## src/design/sdc_map.svh

```systemverilog
// Purpose: offsets, field positions, reset values and timing counts of the conversion core
// Assumes: clk is the internal conversion oscillator, one edge per internal clock period
// Notes: conversion times are in microseconds and oscillator rates in hertz
`ifndef SDC_MAP_SVH
`define SDC_MAP_SVH

`define SDC_WORD_W 24
`define SDC_CODE_W 22
`define SDC_OVL_BIT 23
`define SDC_OVH_BIT 22
`define SDC_SIGN_BIT 21
`define SDC_BIT_DIV 4
`define SDC_ORDER 4
`define SDC_OSR_FAST 128
`define SDC_START_EXTRA 144
`define SDC_STAGGER_SEG 563
`define SDC_GAIN_NUM 9175
`define SDC_GAIN_SHIFT 13
`define SDC_DONE_N_RST 1'b1

`define SDC_TCONV_US_50 80000
`define SDC_TCONV_US_60 66670
`define SDC_TCONV_US_DUAL 72730
`define SDC_TCONV_US_FAST 16670
`define SDC_OSC_HZ_50 102400
`define SDC_OSC_HZ_60 122880
`define SDC_OSC_HZ_DUAL 112640
`define SDC_OSC_HZ_FAST 122880

// whole internal periods in a conversion, rounded down
`define SDC_PERIODS(us, hz) (((us) * 64'd1 * (hz)) / 64'd1000000)

`endif

```

## src/design/sdc_pkg.sv

```systemverilog
// Purpose: types and period arithmetic shared by the conversion core
// Assumes: sdc_map.svh holds every number
// Notes: the variant selects oscillator rate, period count and filter segments
`include "sdc_map.svh"
package sdc_pkg;

    typedef enum logic [1:0] {
        SDC_V50 = 2'b00,
        SDC_V60 = 2'b01,
        SDC_VDUAL = 2'b10,
        SDC_VFAST = 2'b11
    } sdc_variant_t;

    typedef enum logic [2:0] {
        SDC_IDLE = 3'b000,
        SDC_START = 3'b001,
        SDC_CONV = 3'b010,
        SDC_DONE = 3'b011,
        SDC_SLEEP = 3'b100
    } sdc_state_t;

    typedef struct packed {
        logic overrange_low_bit;
        logic overrange_high_bit;
        logic [`SDC_CODE_W-1:0] code;
    } sdc_word_t;

    // internal periods per conversion for a variant, from its oscillator rate
    function automatic int conv_periods(input sdc_variant_t v);
        unique case (v)
            SDC_V50: return int'(`SDC_PERIODS(`SDC_TCONV_US_50, `SDC_OSC_HZ_50));
            SDC_V60: return int'(`SDC_PERIODS(`SDC_TCONV_US_60, `SDC_OSC_HZ_60));
            SDC_VDUAL: return int'(`SDC_PERIODS(`SDC_TCONV_US_DUAL, `SDC_OSC_HZ_DUAL));
            SDC_VFAST: return int'(`SDC_PERIODS(`SDC_TCONV_US_FAST, `SDC_OSC_HZ_FAST));
        endcase
    endfunction : conv_periods

    // boxcar length of filter section k; dual variant alternates two lengths
    function automatic int seg_len(input sdc_variant_t v, input int k, input int nBits);
        if (v == SDC_VDUAL) begin
            return (k % 2 == 0) ? `SDC_STAGGER_SEG : nBits / 2 - `SDC_STAGGER_SEG;
        end
        return nBits / `SDC_ORDER;
    endfunction : seg_len

endpackage : sdc_pkg

```

## src/design/sdc_core.sv

```systemverilog
// Purpose: decimation filter, conversion sequencer and result buffer of the converter back end
// Assumes: clk is the internal oscillator; modBit is valid at every fourth period
// Notes: results leave through a buffer with valid/ready so the serial side can cross safely
`timescale 1ns/1ns
`include "sdc_map.svh"

// result buffer with a registered head word
module sdc_fifo #(
    parameter int WIDTH = 24,
    parameter int DEPTH = 32
) (
    // clock and reset
    input wire logic clk,
    input wire logic resetn,
    // fill side
    input wire logic inValid,
    output logic inReady,
    input wire logic [WIDTH-1:0] inData,
    // drain side
    output logic outValid,
    input wire logic outReady,
    output logic [WIDTH-1:0] outData
);
    localparam int AW = $clog2(DEPTH);

    logic [WIDTH-1:0] mem [DEPTH];
    logic [AW-1:0] wrPtr_reg, wrPtr_next, rdPtr_reg, rdPtr_next;
    logic [AW:0] count_reg, count_next;
    logic outValid_reg, outValid_next;
    logic [WIDTH-1:0] outData_reg, outData_next;
    logic push, load;

    // pointer, level and head-word update
    always_comb begin
        inReady = count_reg != (AW+1)'(DEPTH);
        push = inValid && inReady;
        load = (count_reg != '0) && (!outValid_reg || outReady);
        wrPtr_next = push ? wrPtr_reg + 1'b1 : wrPtr_reg;
        rdPtr_next = load ? rdPtr_reg + 1'b1 : rdPtr_reg;
        count_next = count_reg + (AW+1)'(push) - (AW+1)'(load);
        outValid_next = load ? 1'b1 : (outReady ? 1'b0 : outValid_reg);
        outData_next = load ? mem[rdPtr_reg] : outData_reg;
    end

    always_ff @(posedge clk or negedge resetn) begin
        if (!resetn) begin
            wrPtr_reg <= '0;
            rdPtr_reg <= '0;
            count_reg <= '0;
            outValid_reg <= 1'b0;
            outData_reg <= '0;
        end else begin
            wrPtr_reg <= wrPtr_next;
            rdPtr_reg <= rdPtr_next;
            count_reg <= count_next;
            outValid_reg <= outValid_next;
            outData_reg <= outData_next;
        end
    end

    // storage array, no reset needed
    always_ff @(posedge clk) begin
        if (push) begin
            mem[wrPtr_reg] <= inData;
        end
    end

    assign outValid = outValid_reg;
    assign outData = outData_reg;

    chk_fifo_full_stall: assert property (@(posedge clk) disable iff (!resetn)
        (count_reg == (AW+1)'(DEPTH)) |-> !inReady && (count_next <= count_reg))
        else $error("buffer accepted a word while full");
endmodule : sdc_fifo

// conversion core top
module sdc_conversion_core #(
    parameter sdc_pkg::sdc_variant_t VARIANT = sdc_pkg::SDC_VDUAL,
    parameter int CONV_PERIODS = sdc_pkg::conv_periods(VARIANT),
    parameter int FIFO_DEPTH = 32
) (
    // clock and reset
    input wire logic clk,
    input wire logic resetn,
    // conversion control, low enable means shutdown
    input wire logic convEnable,
    input wire logic contMode,
    // modulator stream
    input wire logic modBit,
    output logic modClk,
    // status
    output logic sharedDataDonePinN,
    output logic busy,
    // result words toward serial logic
    output logic resultValid,
    input wire logic resultReady,
    output sdc_pkg::sdc_word_t resultData
);
    localparam int NBITS = CONV_PERIODS / `SDC_BIT_DIV;
    // wide enough for the start-up extension too, which can outlast a short conversion
    localparam int PW = $clog2((CONV_PERIODS > `SDC_START_EXTRA) ? CONV_PERIODS : `SDC_START_EXTRA) + 1;
    localparam int ACC_W = 48;
    localparam int SHIFT = `SDC_ORDER * $clog2(NBITS) - 8 - (`SDC_CODE_W - 1) + `SDC_GAIN_SHIFT;
    localparam int SEG [`SDC_ORDER] = '{sdc_pkg::seg_len(VARIANT, 0, NBITS),
        sdc_pkg::seg_len(VARIANT, 1, NBITS), sdc_pkg::seg_len(VARIANT, 2, NBITS),
        sdc_pkg::seg_len(VARIANT, 3, NBITS)};

    // impulse of the fourth difference of the weight at bit idx
    function automatic logic signed [31:0] imp_at(input logic [PW-1:0] idx);
        int sum;
        logic neg;
        logic signed [31:0] r;
        r = '0;
        for (int s = 0; s < 16; s++) begin
            sum = 0;
            neg = 1'b0;
            for (int k = 0; k < `SDC_ORDER; k++) begin
                if (s[k]) begin
                    sum += SEG[k];
                    neg = ~neg;
                end
            end
            if (idx == PW'(sum)) begin
                r = neg ? r - 32'sd1 : r + 32'sd1;
            end
        end
        return r;
    endfunction : imp_at

    // scaled code with overrange flags and 23-bit clamp
    function automatic sdc_pkg::sdc_word_t make_word(input logic signed [ACC_W-1:0] acc);
        logic signed [63:0] sc;
        sdc_pkg::sdc_word_t w;
        sc = (64'(acc) * 64'sd`SDC_GAIN_NUM) >>> SHIFT;
        w.overrange_high_bit = sc > 64'sd2097151;
        w.overrange_low_bit = sc < -64'sd2097152;
        if (sc > 64'sd4194303) begin
            sc = 64'sd4194303;
        end else if (sc < -64'sd4194304) begin
            sc = -64'sd4194304;
        end
        w.code = sc[`SDC_CODE_W-1:0];
        return w;
    endfunction : make_word

    sdc_pkg::sdc_state_t state_reg, state_next;
    logic [PW-1:0] period_reg, period_next, bitIdx_reg, bitIdx_next;
    logic signed [ACC_W-1:0] acc_reg, acc_next;
    logic signed [31:0] d3_reg, d3_next, d2_reg, d2_next, d1_reg, d1_next, w_reg, w_next;
    logic doneN_reg, doneN_next, modClk_reg, modClk_next, busy_reg, busy_next;
    logic push, fifoInReady;
    sdc_pkg::sdc_word_t word;

    // sequencer and filter datapath
    always_comb begin
        state_next = state_reg;
        period_next = period_reg;
        bitIdx_next = bitIdx_reg;
        acc_next = acc_reg;
        d3_next = d3_reg;
        d2_next = d2_reg;
        d1_next = d1_reg;
        w_next = w_reg;
        doneN_next = doneN_reg;
        push = 1'b0;
        word = make_word(acc_reg);
        if (!convEnable) begin
            state_next = sdc_pkg::SDC_IDLE;
            period_next = '0;
            bitIdx_next = '0;
            acc_next = '0;
            d3_next = '0;
            d2_next = '0;
            d1_next = '0;
            w_next = '0;
            doneN_next = `SDC_DONE_N_RST;
        end else begin
            unique case (state_reg)
                sdc_pkg::SDC_IDLE: begin
                    state_next = sdc_pkg::SDC_START;
                    period_next = '0;
                end
                sdc_pkg::SDC_START: begin
                    if (period_reg == PW'(`SDC_START_EXTRA - 1)) begin
                        state_next = sdc_pkg::SDC_CONV;
                        period_next = '0;
                    end else begin
                        period_next = period_reg + 1'b1;
                    end
                end
                sdc_pkg::SDC_CONV: begin
                    period_next = period_reg + 1'b1;
                    if (period_reg[1:0] == 2'h3) begin
                        // weight is four cascaded boxcars, so zeros land at rate / segment
                        d3_next = d3_reg + imp_at(bitIdx_reg);
                        d2_next = d2_reg + d3_next;
                        d1_next = d1_reg + d2_next;
                        w_next = w_reg + d1_next;
                        acc_next = modBit ? acc_reg + ACC_W'(w_next) : acc_reg - ACC_W'(w_next);
                        bitIdx_next = bitIdx_reg + 1'b1;
                    end
                    if (period_reg == PW'(CONV_PERIODS - 1)) begin
                        state_next = sdc_pkg::SDC_DONE;
                    end
                end
                sdc_pkg::SDC_DONE: begin
                    if (fifoInReady) begin
                        push = 1'b1;
                        doneN_next = 1'b0;
                        period_next = '0;
                        bitIdx_next = '0;
                        acc_next = '0;
                        d3_next = '0;
                        d2_next = '0;
                        d1_next = '0;
                        w_next = '0;
                        state_next = contMode ? sdc_pkg::SDC_CONV : sdc_pkg::SDC_SLEEP;
                    end
                end
                sdc_pkg::SDC_SLEEP: begin
                    state_next = sdc_pkg::SDC_SLEEP;
                end
                default: begin
                    state_next = sdc_pkg::SDC_IDLE;
                end
            endcase
        end
        modClk_next = (state_next == sdc_pkg::SDC_CONV) && period_next[1];
        busy_next = (state_next == sdc_pkg::SDC_START) || (state_next == sdc_pkg::SDC_CONV)
            || (state_next == sdc_pkg::SDC_DONE);
    end

    // sequencer and filter registers
    always_ff @(posedge clk or negedge resetn) begin
        if (!resetn) begin
            state_reg <= sdc_pkg::SDC_IDLE;
            period_reg <= '0;
            bitIdx_reg <= '0;
            acc_reg <= '0;
            d3_reg <= '0;
            d2_reg <= '0;
            d1_reg <= '0;
            w_reg <= '0;
            doneN_reg <= `SDC_DONE_N_RST;
            modClk_reg <= 1'b0;
            busy_reg <= 1'b0;
        end else begin
            state_reg <= state_next;
            period_reg <= period_next;
            bitIdx_reg <= bitIdx_next;
            acc_reg <= acc_next;
            d3_reg <= d3_next;
            d2_reg <= d2_next;
            d1_reg <= d1_next;
            w_reg <= w_next;
            doneN_reg <= doneN_next;
            modClk_reg <= modClk_next;
            busy_reg <= busy_next;
        end
    end

    // result buffer; the serial side drains it through its own crossing
    sdc_fifo #(
        .WIDTH($bits(sdc_pkg::sdc_word_t)),
        .DEPTH(FIFO_DEPTH)
    ) resultBuf (
        .clk(clk),
        .resetn(resetn),
        .inValid(push),
        .inReady(fifoInReady),
        .inData(word),
        .outValid(resultValid),
        .outReady(resultReady),
        .outData(resultData)
    );

    assign sharedDataDonePinN = doneN_reg;
    assign modClk = modClk_reg;
    assign busy = busy_reg;

    chk_start_extra: assert property (@(posedge clk) disable iff (!resetn)
        (state_reg == sdc_pkg::SDC_START && state_next == sdc_pkg::SDC_CONV)
        |-> period_reg == PW'(`SDC_START_EXTRA - 1))
        else $error("start-up extension has wrong length");
    chk_conv_length: assert property (@(posedge clk) disable iff (!resetn)
        $rose(state_reg == sdc_pkg::SDC_DONE) |-> $past(period_reg) == PW'(CONV_PERIODS - 1))
        else $error("conversion ended at wrong period");
    chk_bits_used: assert property (@(posedge clk) disable iff (!resetn)
        $rose(state_reg == sdc_pkg::SDC_DONE) |-> bitIdx_reg == PW'(NBITS))
        else $error("filter did not take one bit per four periods");
    chk_weight_return: assert property (@(posedge clk) disable iff (!resetn)
        (state_reg == sdc_pkg::SDC_DONE) |-> w_reg == 0 && d1_reg == 0 && d2_reg == 0 && d3_reg == -32'sd1)
        else $error("filter weight did not return to zero");
    chk_ready_flag: assert property (@(posedge clk) disable iff (!resetn)
        push && convEnable |=> !sharedDataDonePinN && acc_reg == 0 ##1 resultValid)
        else $error("ready or clear missing after result");
    chk_shutdown_hold: assert property (@(posedge clk) disable iff (!resetn)
        !convEnable |=> state_reg == sdc_pkg::SDC_IDLE && acc_reg == 0 && !busy)
        else $error("logic ran during shutdown");
    chk_overrange_bits: assert property (@(posedge clk) disable iff (!resetn)
        push |-> !(word.overrange_low_bit && word.overrange_high_bit))
        else $error("both overrange bits set");
    chk_mod_clock: assert property (@(posedge clk) disable iff (!resetn)
        $rose(modClk) |=> modClk ##1 !modClk ##1 !modClk)
        else $error("modulator clock is not rate over four");
endmodule : sdc_conversion_core

```

## config.mk

```make
export PLATFORM = sky130hd
export DESIGN_NAME = sdc_conversion_core
export DESIGN_NICKNAME = d
export VERILOG_FILES = /design/src/design/sdc_pkg.sv /design/src/design/sdc_core.sv
export VERILOG_INCLUDE_DIRS = /design/src /design/src/design
export SDC_FILE = /design/constraint.sdc
export NUM_CORES = 2
export LEC_CHECK = 0
export ABC_AREA = 1
export BUFFER_PORTS_ARGS = -buffer_cell sky130_fd_sc_hd__buf_2
export CORE_ASPECT_RATIO = 1.75
export CORE_MARGIN = 4
export CORE_UTILIZATION = 45
export CTS_CLUSTER_SIZE = 25
export DETAILED_ROUTE_END_ITERATION = 16
export PLACE_DENSITY = 0.61
export SYNTH_ARGS = -nofsm -noshare
export SYNTH_HDL_FRONTEND = slang
export SYNTH_HIERARCHICAL = 1
export SYNTH_SLANG_ARGS = --single-unit
```

## constraint.sdc

```tcl
create_clock -name clk -period 23.9 [get_ports clk]
set_input_delay 4.78 -clock clk [delete_from_list [all_inputs] [get_ports clk]]
set_output_delay 4.78 -clock clk [all_outputs]
set_load 0.01 [all_outputs]
```

# Word level (Yosys, flattened, before mapping)
# Memory sizes are Yosys's and may differ from the RTL's. A register that Yosys moved wholly into a read port is not among the register bits.
# Index checks and enable logic that the tools add are counted.
[totals] wordCells=287 memories=1 regBits=227 out_inout_bits=28 ram_bits=768 inputBits=6
[mem_list] name="resultBuf.mem" depth=32 width=24 rd=1 rd_clocked_by_memory_dff=1 wr=1 line="sdc_core.sv:26" rtl="logic [WIDTH-1:0] mem [DEPTH];"
[classes] multipliers=1 reduce_logical=15 n_bitwise=3 mux=168 magnitude_cmp=4 addsub=51 eq_ne=28
[op_table] operator="$mux W32" n=87
[op_table] operator="$mux W14" n=39
[op_table] operator="$add A32 B2 Y32 const B" n=15
[op_table] operator="$sub A32 B2 Y32 const B" n=15
[op_table] operator="$pmux W32 S2" n=4
[op_table] operator="$mux W48" n=4
[op_table] operator="$eq A14 B14 Y1" n=11
[op_table] operator="$add A32 B32 Y32" n=4
[op_table] operator="$pmux W48 S2" n=1
[op_table] operator="$add A14 B10 Y14 const B" n=6
[op_table] operator="$mul A48 B15 Y63 const B" n=1
[op_table] operator="$pmux W14 S4" n=1
[op_table] operator="$add A48 B32 Y48" n=1
[op_table] operator="$sub A48 B32 Y48" n=1
[op_table] operator="$mux W22" n=2
[op_table] operator="$add A14 B11 Y14 const B" n=3
[op_table] operator="$gt A35 B22 Y1 const B" n=1
[op_table] operator="$gt A35 B23 Y1 const B" n=1
[op_table] operator="$lt A35 B22 Y1 const B" n=1
[op_table] operator="$lt A35 B23 Y1 const B" n=1
[op_table] operator="$add A14 B1 Y14 const B" n=2
[op_table] operator="$pmux W14 S2" n=1
[op_table] operator="$mux W1" n=23
[op_table] operator="$mux W3" n=5
[op_table] operator="other kinds (25)" n=40

# Longest topological paths before layout
[logic_depth] depth_word=104 depth_mapped=133 ltp_nobuf=133

# By module
# The synthesis kept the hierarchy.
[by_module_without_submodules] mod="sdc_fifo" instances=1 area_each_um2=34092.7 cells_per_inst=3140
[by_module_without_submodules] mod="sdc_conversion_core" instances=1 area_each_um2=31337.6 cells_per_inst=3924

# Worst setup path after synthesis
# No wires, ideal clock.
[synth_timing] path_type="reg-to-reg" from="register bitIdx_reg[8]" to="register acc_reg[47]" arrival_ps=17034 setup_time_ps=66 path_stages_with_launch=122 n_path_buf=0 slack_ps=6801 synth_period_minus_slack_ps=17099 cell_sequence="dfrtp_1 -> nor2_2 -> nand3_1 -> nor2_1 -> inv_1 -> nor2_1 -> inv_1 -> ha_1 -> inv_1 -> nand3_1 -> nand3_1 -> nand2_1 -> nand2_1 -> inv_1 -> ha_1 -> nand2_1 -> nand2_1 -> inv_1 -> (+86 left out) -> nor2_1 -> xor2_1 -> ha_1 -> nand2_1 -> o21ai_0 -> nand2_1 -> o211ai_1 -> nand3_1 -> nand2_1 -> nand3_1 -> nand2_1 -> a21oi_1 -> o31ai_1 -> xor2_1 -> inv_1 -> nand3_1 -> nand3_1 -> nand2_1"
[synth_between] elab_chain_cells=104
[synth_rtl] item="from (decl)" line="sdc_core.sv:147" rtl="logic [PW-1:0] period_reg, period_next, bitIdx_reg, bitIdx_next;"
[synth_rtl] item="from (signal assigned)" line="sdc_core.sv:250" rtl="bitIdx_reg <= bitIdx_next;"
[synth_rtl] item="$logic_not A14 Y1" line="sdc_core.sv:123" rtl="if (idx == PW'(sum)) begin"
[synth_rtl] item="$mux W1" line="sdc_core.sv:123"
[synth_rtl] item="$mux W32" line="sdc_core.sv:193" rtl="if (period_reg[1:0] == 2'h3) begin"
[synth_rtl] item="$mux W32" line="sdc_core.sv:178" rtl="unique case (state_reg)"
[synth_rtl] item="$mux W32" line="sdc_core.sv:167" rtl="if (!convEnable) begin"
[synth_rtl] item="$add A32 B2 Y32 or $sub A32 B2 Y32 (tied branches)" line="sdc_core.sv:124" rtl="r = neg ? r - 32'sd1 : r + 32'sd1;"
[synth_rtl] item="$mux W32" line="sdc_core.sv:124"
[synth_rtl] item="$mux W32" line="sdc_core.sv:123"
[synth_rtl] item="(+88 left out)"
[synth_rtl] item="$add A32 B32 Y32 (*)" line="sdc_core.sv:196" rtl="d2_next = d2_reg + d3_next;"
[synth_rtl] item="$add A32 B32 Y32 (*)" line="sdc_core.sv:197" rtl="d1_next = d1_reg + d2_next;"
[synth_rtl] item="$add A32 B32 Y32 (*)" line="sdc_core.sv:198" rtl="w_next = w_reg + d1_next;"
[synth_rtl] item="$sub A48 B32 Y48 or $add A48 B32 Y48 (tied branches)" line="sdc_core.sv:199" rtl="acc_next = modBit ? acc_reg + ACC_W'(w_next) : acc_reg - ACC_W'(w_next);"
[synth_rtl] item="$mux W48 (*)" line="sdc_core.sv:199"
[synth_rtl] item="$mux W48 (*)" line="sdc_core.sv:193"
[synth_rtl] item="$pmux W48 S2 (*)" line="sdc_core.sv:178"
[synth_rtl] item="$mux W48 (*)" line="sdc_core.sv:167"
[synth_rtl] item="to (signal assigned)" line="sdc_core.sv:251" rtl="acc_reg <= acc_next;"
[synth_rtl] item="to (decl)" line="sdc_core.sv:148" rtl="logic signed [ACC_W-1:0] acc_reg, acc_next;"
# Every way passes the cells marked *; elsewhere a longest branch is shown, timed or not. The select of a mux whose other input is x is not followed.
# A chain may end at the register's enable or synchronous reset.

# Worst setup path after layout
[layout_timing] from="register bitIdx_reg[0]" to="register acc_reg[47]"
# Same word-level chain as after synthesis.

==> metrics.md <==
| Metric | Value |
|---|---|
| Status | finished clean |
| Startpoint types | flop |
| H-tree depth | 3 |
| GR met2 Demand/Resource | 44.7% |
| Slew Viols, Final | 0 |
| GR Layer Usage met1 | between 20% and 30% |
| First-pass GRT wire length | between 200 and 300 mm |
| Clock slew at the register clock pins of the worst setup and hold paths | roughly 0.07 ns |
| Syn Inst Count | between 7000 and 8000 |
| Share of cells above drive strength 1 | under 10% |
| Leak | about 33 nW |
| Layout Nets | about 7800 |
| Post-CTS Setup Repair Bufs | 0 |
| Power Density | between 70 and 80 mW/mm^2 |
| FF+latch count, synth | between 1000 and 1500 |
| Largest net degree at the start of global routing | 139 |
| DP Wirelength | 120 mm |
| Transition time of the tightest slew-check pin | around 1.3 ns |
| Slowest-stage cell, CP | nor4_2 |
| Max-cap violations | 0 |
| Crit path time final | between 15 and 20 ns |
| Post-route core utilization | about half |
| Critical path capture point | acc_reg[47] |
| Post-DRT Antenna Nets | 0 |
| Vias in the first global route | roughly 49000 |
| DR iter-0 viols | between 2000 and 3000 |
| Average cell area after synthesis | approximately 9 um^2 |
| Final period util | between 80% and 90% |
| Most frequent CP cell | nand2_1 |
| Die Area | 0.152 mm^2 |
| Min-delay worst type | flop to flop |
| DR pass1 iterations | 8 |
| Starting density of the core | 45.4% |
| Mean number of vias per cell | 5.30 |
| Worst r2r src | bitIdx_reg[0] |
| Clock Latency Late Sink | slightly above 0.7 ns |
| R2R setup slack | ~4.0 ns |
| Number of port buffers | 33 |
| Unique masters post-synth | 70 |
| Worst reg2reg path depth | 109 |
| CTS tree | done |
| Post-route DRC | 0 |
| Syn Std Cell Area | about 0.065 mm^2 |
| Synth Flop Type | edfxtp_1 |
| Crit. End Element | flop |
| Slowest stage delay, CP | 0.73 ns |
| RSZ-0062 raised after global routing | no |
| Syn Nets | ~8000 |
| Die width | around 300 um |
| VDD IR max | ~0.066 mV |
| Area after DPL | between 0.06 and 0.07 mm^2 |
| FP Rows | about 180 |
| Post-route cell area | 0.0708 mm^2 |
| Setup violators final | 0 |
| Quantity of gates resized following cts | 0 |
| R2R Path End | acc_reg[47] |
| Clk sink count | 1019 |
| CTS root buffer | clkbuf_16 |
| Gr usage total | 22.3% |
| Critical Path RT | about 25 ns |
| Max reg flops | 768 |
| Setup TNS | 0 ns |
| Die height | roughly 510 um |
| Grt met3 use | roughly 2.1% |
| Post-detailed-route wirelength per cell | approximately 19 um |
| Longest Clk Path Bufs | 3 |
| Post-CTS Hold Fix Bufs | 0 |
| Worst setup path category | flop to flop |
| Top fanout value on the critical path | 9 |
| Vias | around 48000 |
| Antenna violations before repair | 3 |
| Final hold vios | 0 |
| WL final | around 170 mm |
| GPL Wtd Cong | 0.867 |
| Area delta synth->final | 8.27% |
| Number of synthesized flops with an enable pin | 768 |
| Ys async rst share | between 20% and 30% |
| Worst Skew | a little over 0.04 ns |
| Gr busiest metal | met2 |
| CTS buffer count | 97 |
| Overflow after GRT | 0 |
| Worst Path Arrival | a little over 20 ns |
| Ys Warns | 6 |
| Crit path from | bitIdx_reg[0] |
| Layout filler cell count | around 13000 |
| CORE AREA | ~0.14 mm^2 |
| Rel. slew slack | roughly an eighth |
| I/O Pins | 34 |
| Max Clock Freq | a little over 0.05 GHz |
| Sequential share of the synthesized area | between 40% and 50% |
cells in the mapped netlist (all sizes together), types with 3 or more instances:
cell	count	share of area, %
o21bai	14	0.16
nor3	46	0.37
nand4	38	0.41
o211ai	14	0.16
o21a	10	0.11
buf	148	1.4
nor2	423	2.6
o21ai	254	1.9
clkinv	3	0.017
or2	15	0.15
a22o	84	1.1
xnor2	50	0.67
nand2	1746	10
clkbuf	68	0.39
dfrtp	250	9.6
fa	290	8.9
and2	5	0.048
o31ai	9	0.10
and3	3	0.029
a21oi	343	2.7
nand3b	7	0.099
a31oi	31	0.30
xor2	163	2.2
a41oi	3	0.040
a211oi	21	0.24
a21boi	11	0.13
edfxtp	768	35
ha	455	8.7
nor4	16	0.16
o41ai	6	0.080
inv	1128	6.5
a21o	5	0.057
o22ai	7	0.067
nand3	610	4.9
layout make-up:
| class | instances | area [um^2] | share of cell area, % |
|---|---|---|---|
| Antenna cell | 3 | 7.51 | 0.0106 |
| Clock buffer | 115 | 2520 | 3.55 |
| Clock inverter | 66 | 805 | 1.14 |
| Inverter | 1131 | 4270 | 6.02 |
| Multi-Input combinational cell | 4698 | 30900 | 43.6 |
| Sequential cell | 1019 | 29400 | 41.4 |
| Tap cell | 1860 | 2330 | 3.28 |
| Timing Repair Buffer | 99 | 683 | 0.964 |
power by group:
group	internal (mW)	switching (mW)
sequential	2.05	0.0669
clock	0.907	0.718
combinational	0.453	1.17
total	3.41	1.95
metal layers:
metal | wire [um] | vias up | share of wire [%]
met3 | 5360 | 351 | 3.2
met1 | 59400 | 23300 | 35
met2 | 96500 | 931 | 57
li1 | - | 23100 | -
met5 | 0 | - | 0
met4 | 8180 | 0 | 4.8
layout by cell type, fill, tap and decap left out, types with 65 or more instances in the layout:
cell and count:
buf_4 65, nand3_1 589, ha_1 455, nor2_1 375
edfxtp_1 768, dfrtp_1 247, a21oi_1 339, fa_1 290
xor2_1 161, a22o_1 84, clkbuf_16 98, inv_1 1113
o21ai_0 239, nand2_1 1705
logic make-up after synthesis:
group | after synthesis | share of synthesized area (%)
compound gates | 830 | 7.42
xor+xnor | 213 | 2.87
fa+ha+maj | 745 | 17.6
buf+inv | 1347 | 8.28
flops | 1019 | 44.8
simple gates | 2910 | 19.0
metrics by stage:
step | instances | setup WS, ns | hold WS (ns) | power [mW]
3_5_place_dp | 8807 | 4.00 | 0.462 | 3.79
5_1_grt | 8989 | 1.87 | 0.504 | 5.66
3_3_place_gp | 8807 | 4.25 | 0.459 | 3.76
6_report | 8991 | 4.03 | 0.473 | 5.37
4_1_cts | 8988 | 3.90 | 0.479 | 5.42
2_1_floorplan | 7064 | 6.80 | 0.459 | 3.30
how the worst min path moves through the flow:
stage	start	endpoint	slack [ns]	cells after the start
floorplan	d1_reg[15]	d1_reg[15]	0.46	2
global placement	resultBuf/outData[9]	resultBuf/outData[9]	0.46	2
detailed placement	resultBuf/outData[9]	resultBuf/outData[9]	0.46	2
CTS	resultBuf/outData[9]	resultBuf/outData[9]	0.48	2
global route	resultBuf/outData[9]	resultBuf/outData[9]	0.50	2
finish	resultBuf/outData[9]	resultBuf/outData[9]	0.47	2
worst max-delay path, delay by kind of cell (launching register included):
family / cells / cell delay, ns
AOI/OAI and AO/OA: 23 / 4.90
xor gates and xnor gates: 6 / 1.23
adders and majority gates: 18 / 5.17
buffers and inverters: 14 / 0.93
DFF: 1 / 0.37
and+or+nand+nor: 48 / 7.18
(Power assumes the default switching activity.)
